**config.mk**
```make
export PLATFORM = sky130hd
export DESIGN_NAME = cal_regs
export DESIGN_NICKNAME = d
export VERILOG_FILES = /design/src/common/cal_pkg.sv /design/src/logic/bcd_digit.sv /design/src/logic/cal_regs.sv
export SDC_FILE = /design/constraint.sdc
export NUM_CORES = 1
export LEC_CHECK = 0
export BUFFER_PORTS_ARGS = -buffer_cell sky130_fd_sc_hd__buf_2
export CORE_UTILIZATION = 40
export DETAILED_ROUTE_END_ITERATION = 6
export GPL_TIMING_DRIVEN = 1
export MAX_ROUTING_LAYER = met4
export PLACE_DENSITY_LB_ADDON = 0.12
export SLEW_MARGIN = 10
export SYNTH_ARGS = -nofsm -noshare
export SYNTH_HDL_FRONTEND = slang
export SYNTH_SLANG_ARGS = --single-unit
```
**constraint.sdc**
```tcl
create_clock -name pclk -period 4.4 [get_ports pclk]
set_clock_uncertainty 0.15 [all_clocks]
set_input_delay 0.66 -clock pclk [delete_from_list [all_inputs] [get_ports pclk]]
set_output_delay 0.66 -clock pclk [all_outputs]
set_load 0.05 [all_outputs]
```
**src/common/cal_pkg.sv**
```systemverilog
// Package with register map, field layout, reset values and timing for the calendar value registers.
package cal_pkg;

  // ****************************************
  // Register byte addresses on the APB.
  // ****************************************
  localparam logic [7:0] ADDR_CUR_HM = 8'h00;     // Current hours and minutes.
  localparam logic [7:0] ADDR_CUR_DW = 8'h04;     // Current day and weekday.
  localparam logic [7:0] ADDR_CUR_YM = 8'h08;     // Current year and month.
  localparam logic [7:0] ADDR_ALM_SEC = 8'h0c;    // Alarm seconds.
  localparam logic [7:0] ADDR_ALM_HM = 8'h10;     // Alarm hours and minutes.
  localparam logic [7:0] ADDR_ALM_DW = 8'h14;     // Alarm day and weekday.
  localparam logic [7:0] ADDR_ALM_YM = 8'h18;     // Alarm year and month.
  localparam logic [7:0] ADDR_CAP_SEC = 8'h1c;    // Capture seconds.
  localparam logic [7:0] ADDR_CTRL = 8'h20;       // Control: alarm enable, capture enable.
  localparam logic [7:0] ADDR_STAT = 8'h24;       // Status: capture flag, sync flag.
  localparam logic [7:0] ADDR_CUR_SEC = 8'h28;    // Current seconds, needed for the capture.

  // ****************************************
  // Writable bit masks of each register.
  // ****************************************
  localparam logic [15:0] MASK_HM = 16'h3f7f;     // Hours 13:8, minutes 6:0.
  localparam logic [15:0] MASK_DW = 16'h3f07;     // Day 13:8, weekday 2:0.
  localparam logic [15:0] MASK_YM = 16'hff1f;     // Year 15:8, month 4:0.
  localparam logic [15:0] MASK_SEC = 16'h7f00;    // Seconds 14:8.
  localparam logic [15:0] MASK_POR_CUR_HM = 16'h2060; // Current bits that clear at power-on.
  localparam logic [15:0] MASK_POR_CUR_DW = 16'h3f00;
  localparam logic [15:0] MASK_POR_CUR_YM = 16'hf000;

  // ****************************************
  // Control and status bit positions.
  // ****************************************
  localparam int CTRL_ALARM_EN_BIT = 0;
  localparam int CTRL_CAP_EN_BIT = 1;
  localparam int STAT_CAP_FLAG_BIT = 3;
  localparam int STAT_SYNC_BIT = 2;

  // ****************************************
  // Timing.
  // ****************************************
  localparam int CLK_MHZ = 250;                   // Clock rate in MHz.
  localparam int TICK_US = 1000000;               // One second, in microseconds.
  localparam int TICK_CYCLES = CLK_MHZ * TICK_US; // Cycles per second.
  localparam int SYNC_LEAD = 8;                   // Cycles of sync warning ahead of a tick.

  // Packed calendar word set, carried as one group.
  typedef struct packed {
    logic [15:0] sec;
    logic [15:0] hm;
    logic [15:0] dw;
    logic [15:0] ym;
  } cal_words_t;

  // APB request as seen by the slave.
  typedef struct packed {
    logic psel;
    logic penable;
    logic pwrite;
    logic [7:0] paddr;
    logic [31:0] pwdata;
  } apb_req_t;

endpackage

```
**src/logic/bcd_digit.sv**
```systemverilog
// One BCD digit counter with a settable top value and carry out.
`timescale 1ns/100ps
module bcd_digit
  import cal_pkg::*;
#(
  parameter int W = 4
) (
  input wire logic [W-1:0] value,
  input wire logic [W-1:0] top,
  input wire logic inc,
  output logic [W-1:0] next,
  output logic carry
);

  // ****************************************
  // Digit step.
  // ****************************************

  // Wraps to zero past the top value and reports the carry.
  always_comb begin
    carry = inc && (value >= top);
    if (!inc) begin
      next = value;
    end else if (carry) begin
      next = '0;
    end else begin
      next = W'(value + 1'b1);
    end
  end

endmodule

```
**src/logic/cal_regs.sv**
```systemverilog
// Calendar value registers with APB slave, BCD time keeping and a capture of the seconds.
//
// Summary of operation
// - Hours in two BCD digits, bits 13:8.
// - Minutes in two BCD digits, bits 6:0.
// - Alarm and capture seconds in bits 14:8.
// - Day of month in BCD, bits 13:8.
// - Weekday is three bits, values zero to six.
// - Month tens bit 4, units bits 3:0.
// - Year tens 15:12, units 11:8.
// - Undefined bits ignore writes, read zero.
// - Capture words persist over warm reset when disabled.
// - Power-on clears alarm, capture and upper tens.
// - Writing one to flag starts a capture.
// - Sync bit high when time may change.
`timescale 1ns/100ps
module cal_regs
  import cal_pkg::*;
#(
  parameter int TICK = TICK_CYCLES
) (
  input wire logic pclk,
  input wire logic presetn,
  input wire logic warm_resetn,
  input wire logic psel,
  input wire logic penable,
  input wire logic pwrite,
  input wire logic [7:0] paddr,
  input wire logic [31:0] pwdata,
  output logic [31:0] prdata,
  output logic pready,
  output logic pslverr,
  output logic sync_flag
);

  // ****************************************
  // State.
  // ****************************************

  // All state of the module in one record.
  typedef struct packed {
    cal_words_t cur;        // Current time and date words.
    cal_words_t alm;        // Alarm values.
    logic [15:0] cap_sec;   // Captured seconds.
    logic alarm_en;         // Alarm enable.
    logic cap_en;           // Capture enable.
    logic cap_flag;         // Capture event flag.
    logic cap_req;          // Capture requested, done at the next cycle.
    logic sync;             // Time may change soon.
    logic [31:0] tick_cnt;  // Cycles since the last second.
    logic [31:0] rdata;     // Read data register.
    logic ready;            // Answer of the access phase.
    logic err;              // Error answer.
    logic wrst_s1;          // Warm reset synchroniser stage one.
    logic wrst_s2;          // Warm reset synchroniser stage two.
  } state_t;

  state_t s_r;       // Registered state.
  state_t s_nxt;     // Next state.
  apb_req_t req;     // Grouped APB request.

  // Next values of the digits, seconds up to years.
  logic [3:0] su_n; // Seconds units.
  logic [2:0] st_n; // Seconds tens.
  logic [3:0] mu_n; // Minutes units.
  logic [2:0] mt_n; // Minutes tens.
  logic [3:0] hu_n; // Hours units.
  logic [1:0] ht_n; // Hours tens.
  logic [2:0] wd_n; // Weekday.
  logic [3:0] du_n; // Day units.
  logic [1:0] dt_n; // Day tens.
  logic [3:0] ou_n; // Month units.
  logic ou_t_n; // Month tens.
  logic [3:0] yu_n; // Year units.
  logic [3:0] yt_n; // Year tens.
  // Carries between digits; of the tens digits only seconds and minutes use one, other wraps are decided from the tens value.
  logic c_su; // Seconds units pass nine.
  logic c_st; // Seconds pass 59.
  logic c_mu; // Minutes units pass nine.
  logic c_mt; // Minutes pass 59.
  logic c_hu; // Hours units reach their top.
  logic c_du; // Day units reach their top.
  logic c_ou; // Month units reach their top.
  logic c_yu; // Year units pass nine.
  logic tick;         // One second has elapsed.
  logic hr_wrap;      // Hours pass 23.
  logic day_wrap;     // Day passes 31.
  logic mon_wrap;     // Month passes 12.
  logic [3:0] hu_top; // Units limit for hours.
  logic [3:0] du_top; // Units limit for days.
  logic [3:0] ou_top; // Units limit for months.

  assign req = '{psel, penable, pwrite, paddr, pwdata};
  assign tick = (s_r.tick_cnt == 32'(TICK - 1));

  // ****************************************
  // Digit limits.
  // ****************************************

  // The units limit depends on the tens digit so that 23, 31 and 12 are the tops.
  always_comb begin
    hu_top = (s_r.cur.hm[13:12] == 2'h2) ? 4'h3 : 4'h9;
    du_top = (s_r.cur.dw[13:12] == 2'h3) ? 4'h1 : 4'h9;
    ou_top = s_r.cur.ym[4] ? 4'h2 : 4'h9;
  end

  // ****************************************
  // Digit chain.
  // ****************************************

  // Seconds, minutes, hours: the carry ripples through each digit.
  bcd_digit #(.W(4)) u_su (
    .value(s_r.cur.sec[11:8]),
    .top(4'h9),
    .inc(tick),
    .next(su_n),
    .carry(c_su)
  );
  bcd_digit #(.W(3)) u_st (
    .value(s_r.cur.sec[14:12]),
    .top(3'h5),
    .inc(c_su),
    .next(st_n),
    .carry(c_st)
  );
  bcd_digit #(.W(4)) u_mu (
    .value(s_r.cur.hm[3:0]),
    .top(4'h9),
    .inc(c_st),
    .next(mu_n),
    .carry(c_mu)
  );
  bcd_digit #(.W(3)) u_mt (
    .value(s_r.cur.hm[6:4]),
    .top(3'h5),
    .inc(c_mu),
    .next(mt_n),
    .carry(c_mt)
  );
  bcd_digit #(.W(4)) u_hu (
    .value(s_r.cur.hm[11:8]),
    .top(hu_top),
    .inc(c_mt),
    .next(hu_n),
    .carry(c_hu)
  );
  bcd_digit #(.W(2)) u_ht (
    .value(s_r.cur.hm[13:12]),
    .top(2'h2),
    .inc(c_hu),
    .next(ht_n),
    .carry()
  );
  assign hr_wrap = c_hu && (s_r.cur.hm[13:12] == 2'h2);

  // Weekday steps once a day and wraps after six.
  bcd_digit #(.W(3)) u_wd (
    .value(s_r.cur.dw[2:0]),
    .top(3'h6),
    .inc(hr_wrap),
    .next(wd_n),
    .carry()
  );

  // Day of month from 01 to 31; the month length is not checked.
  bcd_digit #(.W(4)) u_du (
    .value(s_r.cur.dw[11:8]),
    .top(du_top),
    .inc(hr_wrap),
    .next(du_n),
    .carry(c_du)
  );
  bcd_digit #(.W(2)) u_dt (
    .value(s_r.cur.dw[13:12]),
    .top(2'h3),
    .inc(c_du),
    .next(dt_n),
    .carry()
  );
  assign day_wrap = c_du && (s_r.cur.dw[13:12] == 2'h3);

  // Month from 01 to 12.
  bcd_digit #(.W(4)) u_ou (
    .value(s_r.cur.ym[3:0]),
    .top(ou_top),
    .inc(day_wrap),
    .next(ou_n),
    .carry(c_ou)
  );
  bcd_digit #(.W(1)) u_ot (
    .value(s_r.cur.ym[4]),
    .top(1'b1),
    .inc(c_ou),
    .next(ou_t_n),
    .carry()
  );
  assign mon_wrap = c_ou && s_r.cur.ym[4];

  // Year from 00 to 99.
  bcd_digit #(.W(4)) u_yu (
    .value(s_r.cur.ym[11:8]),
    .top(4'h9),
    .inc(mon_wrap),
    .next(yu_n),
    .carry(c_yu)
  );
  bcd_digit #(.W(4)) u_yt (
    .value(s_r.cur.ym[15:12]),
    .top(4'h9),
    .inc(c_yu),
    .next(yt_n),
    .carry()
  );

  // ****************************************
  // Next state.
  // ****************************************

  // Counting, bus writes, capture and read data in one pass.
  always_comb begin
    logic wr;
    logic rd;
    logic hit;
    logic [15:0] wd;
    wr = 1'b0;
    rd = 1'b0;
    hit = 1'b0;
    wd = 16'h0000;
    s_nxt = s_r;

    // Warm reset goes through two flip-flops before use.
    s_nxt.wrst_s1 = warm_resetn;
    s_nxt.wrst_s2 = s_r.wrst_s1;

    // Second prescaler.
    s_nxt.tick_cnt = tick ? 32'h0000_0000 : 32'(s_r.tick_cnt + 1);

    // Sync warns during the last cycles before a tick, the tick itself and the cycle after it.
    s_nxt.sync = (s_r.tick_cnt >= 32'(TICK - 1 - SYNC_LEAD));

    // Carry ripple for the current words; day and month wrap to 01, not to zero.
    if (tick) begin
      s_nxt.cur.sec = {1'b0, st_n, su_n, 8'h00};
      s_nxt.cur.hm = {2'b00, (hr_wrap ? 2'h0 : ht_n), (hr_wrap ? 4'h0 : hu_n), 1'b0, mt_n, mu_n};
      s_nxt.cur.dw = {2'b00, (day_wrap ? 2'h0 : dt_n), (day_wrap ? 4'h1 : du_n), 5'h00, wd_n};
      s_nxt.cur.ym = {yt_n, yu_n, 3'h0, (mon_wrap ? 1'b0 : ou_t_n), (mon_wrap ? 4'h1 : ou_n)};
    end

    // Capture request from the previous cycle copies the seconds.
    if (s_r.cap_req) begin
      s_nxt.cap_sec = s_r.cur.sec & MASK_SEC;
      s_nxt.cap_flag = 1'b1;
      s_nxt.cap_req = 1'b0;
    end

    // One-cycle answer: ready rises the cycle after the first access cycle and falls after.
    s_nxt.ready = psel && penable && !s_r.ready;
    s_nxt.err = 1'b0;
    wr = req.psel && req.penable && req.pwrite && !s_r.ready;
    rd = req.psel && req.penable && !req.pwrite && !s_r.ready;
    wd = req.pwdata[15:0];

    // Write decode; masks drop undefined bits.
    if (wr) begin
      hit = 1'b1;
      case (req.paddr)
        ADDR_CUR_HM: s_nxt.cur.hm = wd & MASK_HM;
        ADDR_CUR_DW: s_nxt.cur.dw = wd & MASK_DW;
        ADDR_CUR_YM: s_nxt.cur.ym = wd & MASK_YM;
        ADDR_CUR_SEC: begin
          s_nxt.cur.sec = wd & MASK_SEC;
          s_nxt.tick_cnt = 32'h0000_0000;
        end
        // Alarm writes are taken regardless; software keeps them to alarm-off times.
        ADDR_ALM_SEC: s_nxt.alm.sec = wd & MASK_SEC;
        ADDR_ALM_HM: s_nxt.alm.hm = wd & MASK_HM;
        ADDR_ALM_DW: s_nxt.alm.dw = wd & MASK_DW;
        ADDR_ALM_YM: s_nxt.alm.ym = wd & MASK_YM;
        ADDR_CAP_SEC: s_nxt.cap_sec = wd & MASK_SEC;
        ADDR_CTRL: begin
          s_nxt.alarm_en = wd[CTRL_ALARM_EN_BIT];
          s_nxt.cap_en = wd[CTRL_CAP_EN_BIT];
        end
        ADDR_STAT: begin
          // Writing one requests a capture; writing zero clears the flag unless a capture lands now.
          if (wd[STAT_CAP_FLAG_BIT]) begin
            s_nxt.cap_req = 1'b1;
          end else if (!s_r.cap_req) begin
            s_nxt.cap_flag = 1'b0;
          end
        end
        default: hit = 1'b0;
      endcase
      s_nxt.err = !hit;
    end

    // Read decode from the current state.
    if (rd) begin
      hit = 1'b1;
      case (req.paddr)
        ADDR_CUR_HM: s_nxt.rdata = {16'h0000, s_r.cur.hm};
        ADDR_CUR_DW: s_nxt.rdata = {16'h0000, s_r.cur.dw};
        ADDR_CUR_YM: s_nxt.rdata = {16'h0000, s_r.cur.ym};
        ADDR_CUR_SEC: s_nxt.rdata = {16'h0000, s_r.cur.sec};
        ADDR_ALM_SEC: s_nxt.rdata = {16'h0000, s_r.alm.sec};
        ADDR_ALM_HM: s_nxt.rdata = {16'h0000, s_r.alm.hm};
        ADDR_ALM_DW: s_nxt.rdata = {16'h0000, s_r.alm.dw};
        ADDR_ALM_YM: s_nxt.rdata = {16'h0000, s_r.alm.ym};
        ADDR_CAP_SEC: s_nxt.rdata = {16'h0000, s_r.cap_sec};
        ADDR_CTRL: s_nxt.rdata = {30'h0000_0000, s_r.cap_en, s_r.alarm_en};
        ADDR_STAT: s_nxt.rdata = {28'h000_0000, s_r.cap_flag, s_r.sync, 2'b00};
        default: begin
          hit = 1'b0;
          s_nxt.rdata = 32'h0000_0000;
        end
      endcase
      s_nxt.err = !hit;
    end

    // Warm reset clears control, but a disabled capture keeps its stored word.
    if (!s_r.wrst_s2) begin
      s_nxt.alarm_en = 1'b0;
      s_nxt.cap_en = 1'b0;
      s_nxt.cap_req = 1'b0;
      s_nxt.alm = '0;
      if (s_r.cap_en) begin
        s_nxt.cap_sec = 16'h0000;
        s_nxt.cap_flag = 1'b0;
      end
    end
  end

  // ****************************************
  // Registers.
  // ****************************************

  // Power-on reset. The current digits outside the cleared bits have no defined reset; they start at zero
  // here only because an asynchronous flop needs a constant.
  always_ff @(posedge pclk or negedge presetn) begin
    if (!presetn) begin
      s_r <= '0;
    end else begin
      s_r <= s_nxt;
    end
  end

  // ****************************************
  // Outputs.
  // ****************************************

  // All straight from flip-flops.
  assign prdata = s_r.rdata;
  assign pready = s_r.ready;
  assign pslverr = s_r.err;
  assign sync_flag = s_r.sync;

endmodule

```
Yosys cells after proc, flatten, opt, wreduce, memory -nomap -nowiden
Index checks and enable logic that the tools add are counted.
{"block": "totals", "wordCells": 164, "in_bits": 46, "regBits": 217}
{"block": "classes", "muxes": 64, "n_addsub": 14, "eq_ne": 19, "n_lt_le_gt_ge": 14, "reduce_logical": 33}
{"operator": "$mux 16", "count": 11}
{"operator": "$pmux 16 s11", "count": 1}
{"operator": "$mux 148", "count": 1}
{"operator": "$mux 32", "count": 3}
{"operator": "$mux 84", "count": 1}
{"operator": "$mux 4", "count": 19}
{"operator": "$mux 64", "count": 1}
{"operator": "$add 32x1->32 const B", "count": 1}
{"operator": "$eq 32x28->1 const B", "count": 1}
{"operator": "$eq 8x5->1 const B", "count": 4}
{"operator": "$ge 32x28->1 const B", "count": 1}
{"operator": "$add 4x1->4 const B", "count": 7}
{"operator": "$eq 8x6->1 const B", "count": 3}
{"operator": "$logic_and 1x1->1", "count": 22}
{"operator": "$mux 2", "count": 9}
{"operator": "$mux 3", "count": 6}
{"operator": "$eq 8x4->1 const B", "count": 2}
{"operator": "$ge 4x4->1 const B", "count": 4}
{"operator": "$ge 4x4->1", "count": 3}
{"operator": "$mux 1", "count": 12}
{"operator": "$ne 2x1->1 const B", "count": 6}
{"operator": "$reduce_or 11->1", "count": 1}
{"operator": "$reduce_and 2->1", "count": 5}
{"operator": "$add 3x1->3 const B", "count": 3}
{"operator": "9 further kinds", "count": 17}

Longest topological paths before layout
{"block": "logic_depth", "word_depth": 20, "depth_mapped": 15, "depth_no_buf": 15}

Cells and area by module
From an unflattened synthesis, not the netlist that was laid out.
{"block": "hier_totals", "cells_unflattened": 1263, "area_unflattened_um2": 11456.0}
{"module": "cal_regs", "area_each_um2": 9220.1, "instances": 1, "seq_area_each_um2": 4479.3, "cells_each": 966}
{"module": "bcd_digit at u_du ...", "area_each_um2": 212.7, "instances": 7, "seq_area_each_um2": 0.0, "cells_each": 29}
{"module": "bcd_digit at u_mt ...", "area_each_um2": 172.7, "instances": 3, "seq_area_each_um2": 0.0, "cells_each": 22}
{"module": "bcd_digit at u_dt ...", "area_each_um2": 102.6, "instances": 2, "seq_area_each_um2": 0.0, "cells_each": 12}
{"module": "bcd_digit at u_ot", "area_each_um2": 23.8, "instances": 1, "seq_area_each_um2": 0.0, "cells_each": 4}

Worst setup path after synthesis
OpenSTA, ideal clock, no wires.
{"block": "synth_timing", "path_kind": "reg-to-reg", "startpoint": "register s_r[44] (netlist name)", "endpoint": "register s_r[167] (netlist name)", "setup_ns": 0.126, "required_time_ns": 4.124, "arrival_time_ns": 3.805, "path_buffers": 3, "period_less_slack_ns": 4.081, "slack_ns": 0.319, "path_stages_with_launch": 15, "cell_sequence": "dfrtp_1 -> buf_6 -> or4_1 -> or4_4 -> or4_1 -> clkbuf_1 -> clkbuf_1 -> nor4_1 -> ha_1 -> nand2_1 -> a21oi_1 -> nand2_1 -> and2_1 -> o21ai_0 -> a21oi_1"}
{"element": "from (decl)", "line": "cal_regs.sv:58", "rtl": "state_t s_r;"}
{"element": "from (signal assigned)", "line": "cal_regs.sv:343", "rtl": "s_r <= s_nxt;"}

==> run summary <==
The number of placed instances, taps included, is 1419. The average vias per placed instance is roughly 5.7. The largest driver fanout on the critical path came out at 8. The floorplan step set the die width to 159 um. The most frequent cell on the critical path is sky130_fd_sc_hd__or4_1. The max-slew violation count was 0. Clock tree synthesis selected as its root buffer the cell sky130_fd_sc_hd__clkbuf_16.

The flow ran to the end, and the final reports show no timing, DRC or antenna violations. The minimum period implied by the final worst setup slack came out at 3.81 ns. For this block, the initial DRC count from the detailed router was 794. The last weighted congestion value of the routability-driven placer came out at 0.907.

The largest net degree at the start of global routing is around 110. In the post-route analysis, the smallest setup slack over all paths is 0.594 ns. The synthesis-to-layout area growth is 11.3%.

The number of sinks driven by the clock tree came out at 179. The worst endpoint required time came out at ~4.6 ns. In the final layout, the share of cells above drive strength 1 is 11.8%.

The half-perimeter wire length after detailed placement is 21700 um. The total of warnings raised by yosys came out at 0. For the pin with the worst max-slew slack, the measured transition is 0.938 ns.

The total CTS buffers came out at 17. The post-synthesis compound-gate area fraction came out at 16.4%. The worst hold slack is 0.174 ns.

In this run the static leakage power is 4.71 nW. The max-capacitance violation count came out at 0. For met1 alone, demand over resource in global routing was 37.9%.

The synthesized netlist devotes 2.68% of its cell area to XOR and XNOR gates. Static timing analysis puts the maximum clock frequency at 263 MHz. The met3 track utilization from global routing is 5.12%.

Buffers inserted to repair hold after CTS numbered 0. Before CTS, the worst setup slack after placement is 0.636 ns. 81 I/O pins were placed. The library cells used most frequently in the layout, excluding fill and tap cells, are 179 x sky130_fd_sc_hd__dfrtp_1, 148 x sky130_fd_sc_hd__nand2_1, 124 x sky130_fd_sc_hd__nor2_1. The detailed-route wire length per cell is 21.3 um.

The combinational family with the most area after synthesis is simple AND/OR/NAND/NOR gates. The count of standard-cell rows came out at 56. The path category of the worst min-delay check is primary input to flop.

The number of buffers and inverters on the critical path is 1. The share of synthesized cell area in full adder, half adder and majority cells is 4.08%. The area of the mapped netlist came out at 9810 um2. Walking the worst path, the cells encountered are or4_1, or4_4, or4_1, nor4_1, ha_1, nand2_1, a21oi_1, buf_4, and2_1, a41oi_1, o21ai_0. The mean post-synth cell area is 8.97 um2.

The cell internal power dissipation is 2.58 mW. The via count of the first global-routing pass is 7785. The aggregate routed wire length is 30900 um. The fraction of registers with async set or reset after synthesis is 100%. The met2 track demand over resource is 39.2%. The global route total overflow came out at 0. The gate count of the mapped netlist is 1094.

The number of nets in the finished design came out at 1197. With fillers left out, the area of the finished cells amounts to 10900 um2. The core region area came out at 23800 um2.

The share of the clock period used by the worst path came out at 86.5%. The worst setup path is captured at a flop. The H-tree was split into 4 levels. The setup path with the least slack is of type flop to flop.

The clock passes through at most 2 buffers. STA classifies the critical path startpoint as a flop. The global-route total usage across every layer came out at 26.8%.

The post-detailed-route DRC marker count is 0. Of the post-synthesis cell area, the part taken by muxes is 1.47%. After detailed placement, the total cell area comes to a little over 10000 um2. The count of distinct cell types in the synthesized netlist is 59. The power per standard cell area came out at 341 nW/um2.

0 antenna diodes ended up in the layout. The setup fix buffers added after clock tree synthesis came out at 0. The share of power burned in registers came out at 47.5%. Post-CTS repair changed the size of 0 cells.

The headroom to the max-slew limit is 37.5%. The clock network fraction of total power is about two fifths. The filler-free cell count of the finished design came out at 1451. The part of the Yosys area used for sequential elements is 45.7%.

The total via count in the routed design came out at approximately 8300. The global-route wire length before repair came out at 48200 um. The critical path's largest stage delay came out at 0.62 ns. Setup repair after global routing left no endpoint under its margin. The number of routed nets with antenna violations came out at 0. The arrival time of the worst setup path is ~4 ns. The commonest register cell after synthesis is sky130_fd_sc_hd__dfrtp_1.

The net load switching power came out at approximately 1.1 mW. On the critical path the largest part of the delay comes from simple AND/OR/NAND/NOR gates. The hold violation count in the final report is 0. Before antenna repair, the detailed router went through 7 iterations.

The count of input and output buffers is 47. The TritonCTS clock tree is built. The worst-case IR drop observed on VDD is between 0.2 and 0.25 mV. The initial antenna violation count came out at 0.

The switching share of total power came out at between 30% and 40%. The total design power is 3.72 mW. Once layout is complete, the utilization of the core stands at 46.0%.

The full die area is around 25000 um2. The clock insertion delay at the later pin of the skew report came out at between 0.4 and 0.5 ns. The largest individual stage delay along the critical path comes from the cell sky130_fd_sc_hd__or4_1.

Per report_power, the combinational group accounts for 11.5% of the total. The clock-pin slew of the registers on the worst-case setup and hold paths is 0.08 ns. The height of the die is between 150 and 200 um. The count of final setup violators came out at 0. The leading cell type in the layout, fill and taps excluded is sky130_fd_sc_hd__dfrtp_1. The summed negative setup slack over all endpoints is 0 ns. The register bit count reported by yosys came out at 179. The effective utilization at floorplan is 41.3%. The number of enable flip-flop cells after synthesis came out at 0. After global routing, the most crowded layer is met2.

The setup slack on the worst flop-to-flop path came out at 0.59 ns. The synthesized-area fraction occupied by and/or/nand/nor cells is 23.8%.
[logic make-up after synthesis]
logic type | Yosys count
and+or+nand+nor | 483
xor gates and xnor gates | 30
other | 1
adders and majority gates | 32
DFF | 179
AOI/OAI and AO/OA | 235
buffers and inverters | 120
muxes | 14
[area by class of cell]
class,instances,area [um2]
clock buffer,17,425
sequential,179,4480
timing repair buffer,87,544
fill,2318,12800
inverter,24,90.1
clock inverter,15,154
tap,319,399
multi-input combinational,810,4830
[path summary, 6_finish.rpt]
path	start	to	cells after the start
worst max-delay path	s_r[44]	s_r[168]	11
worst min-delay path	warm_resetn	s_nxt[0]	1
worst max register to register	s_r[44]	s_r[168]	11
worst min register to register	s_nxt[0]	s_r[0]	0
max in group asynchronous	presetn	s_r[173]	2
min in group asynchronous	presetn	s_r[188]	1
[flip-flops by register name (all words and copies together), names as in the netlist]
register	flops
s_r	159
sync_flag	1
s_nxt	1
pready	1
pslverr	1
prdata	16
[power by group through the flow]
stage | clock (mW) | sequential, mW | combinational [mW]
global placement | 0 | 1.80 | 0.428
CTS | 1.56 | 1.77 | 0.431
floorplan | 0 | 1.79 | 0.339
global route | 1.62 | 1.77 | 0.470
finish | 1.53 | 1.77 | 0.429
detailed placement | 0 | 1.80 | 0.430
[routing by layer]
layer,routed length [um],up-vias
met5,0,-
met4,614,0
met3,2040,41
met2,13500,283
met1,14700,4078
li1,-,3916
[Yosys cell counts, types with 18 or more instances]
cell type | n | area, um2
sky130_fd_sc_hd__and2_1 | 18 | 113
sky130_fd_sc_hd__nand3_1 | 69 | 345
sky130_fd_sc_hd__nor2_1 | 124 | 465
sky130_fd_sc_hd__dfrtp_1 | 179 | 4480
sky130_fd_sc_hd__buf_4 | 32 | 240
sky130_fd_sc_hd__ha_1 | 32 | 400
sky130_fd_sc_hd__a31oi_1 | 32 | 200
sky130_fd_sc_hd__a21oi_1 | 29 | 145
sky130_fd_sc_hd__clkbuf_1 | 60 | 225
sky130_fd_sc_hd__and3_1 | 32 | 200
sky130_fd_sc_hd__o21ai_0 | 44 | 220
sky130_fd_sc_hd__inv_1 | 24 | 90.1
sky130_fd_sc_hd__a21boi_0 | 44 | 330
sky130_fd_sc_hd__nand2_1 | 148 | 556
Note: power is estimated with default switching activity, not from simulation.
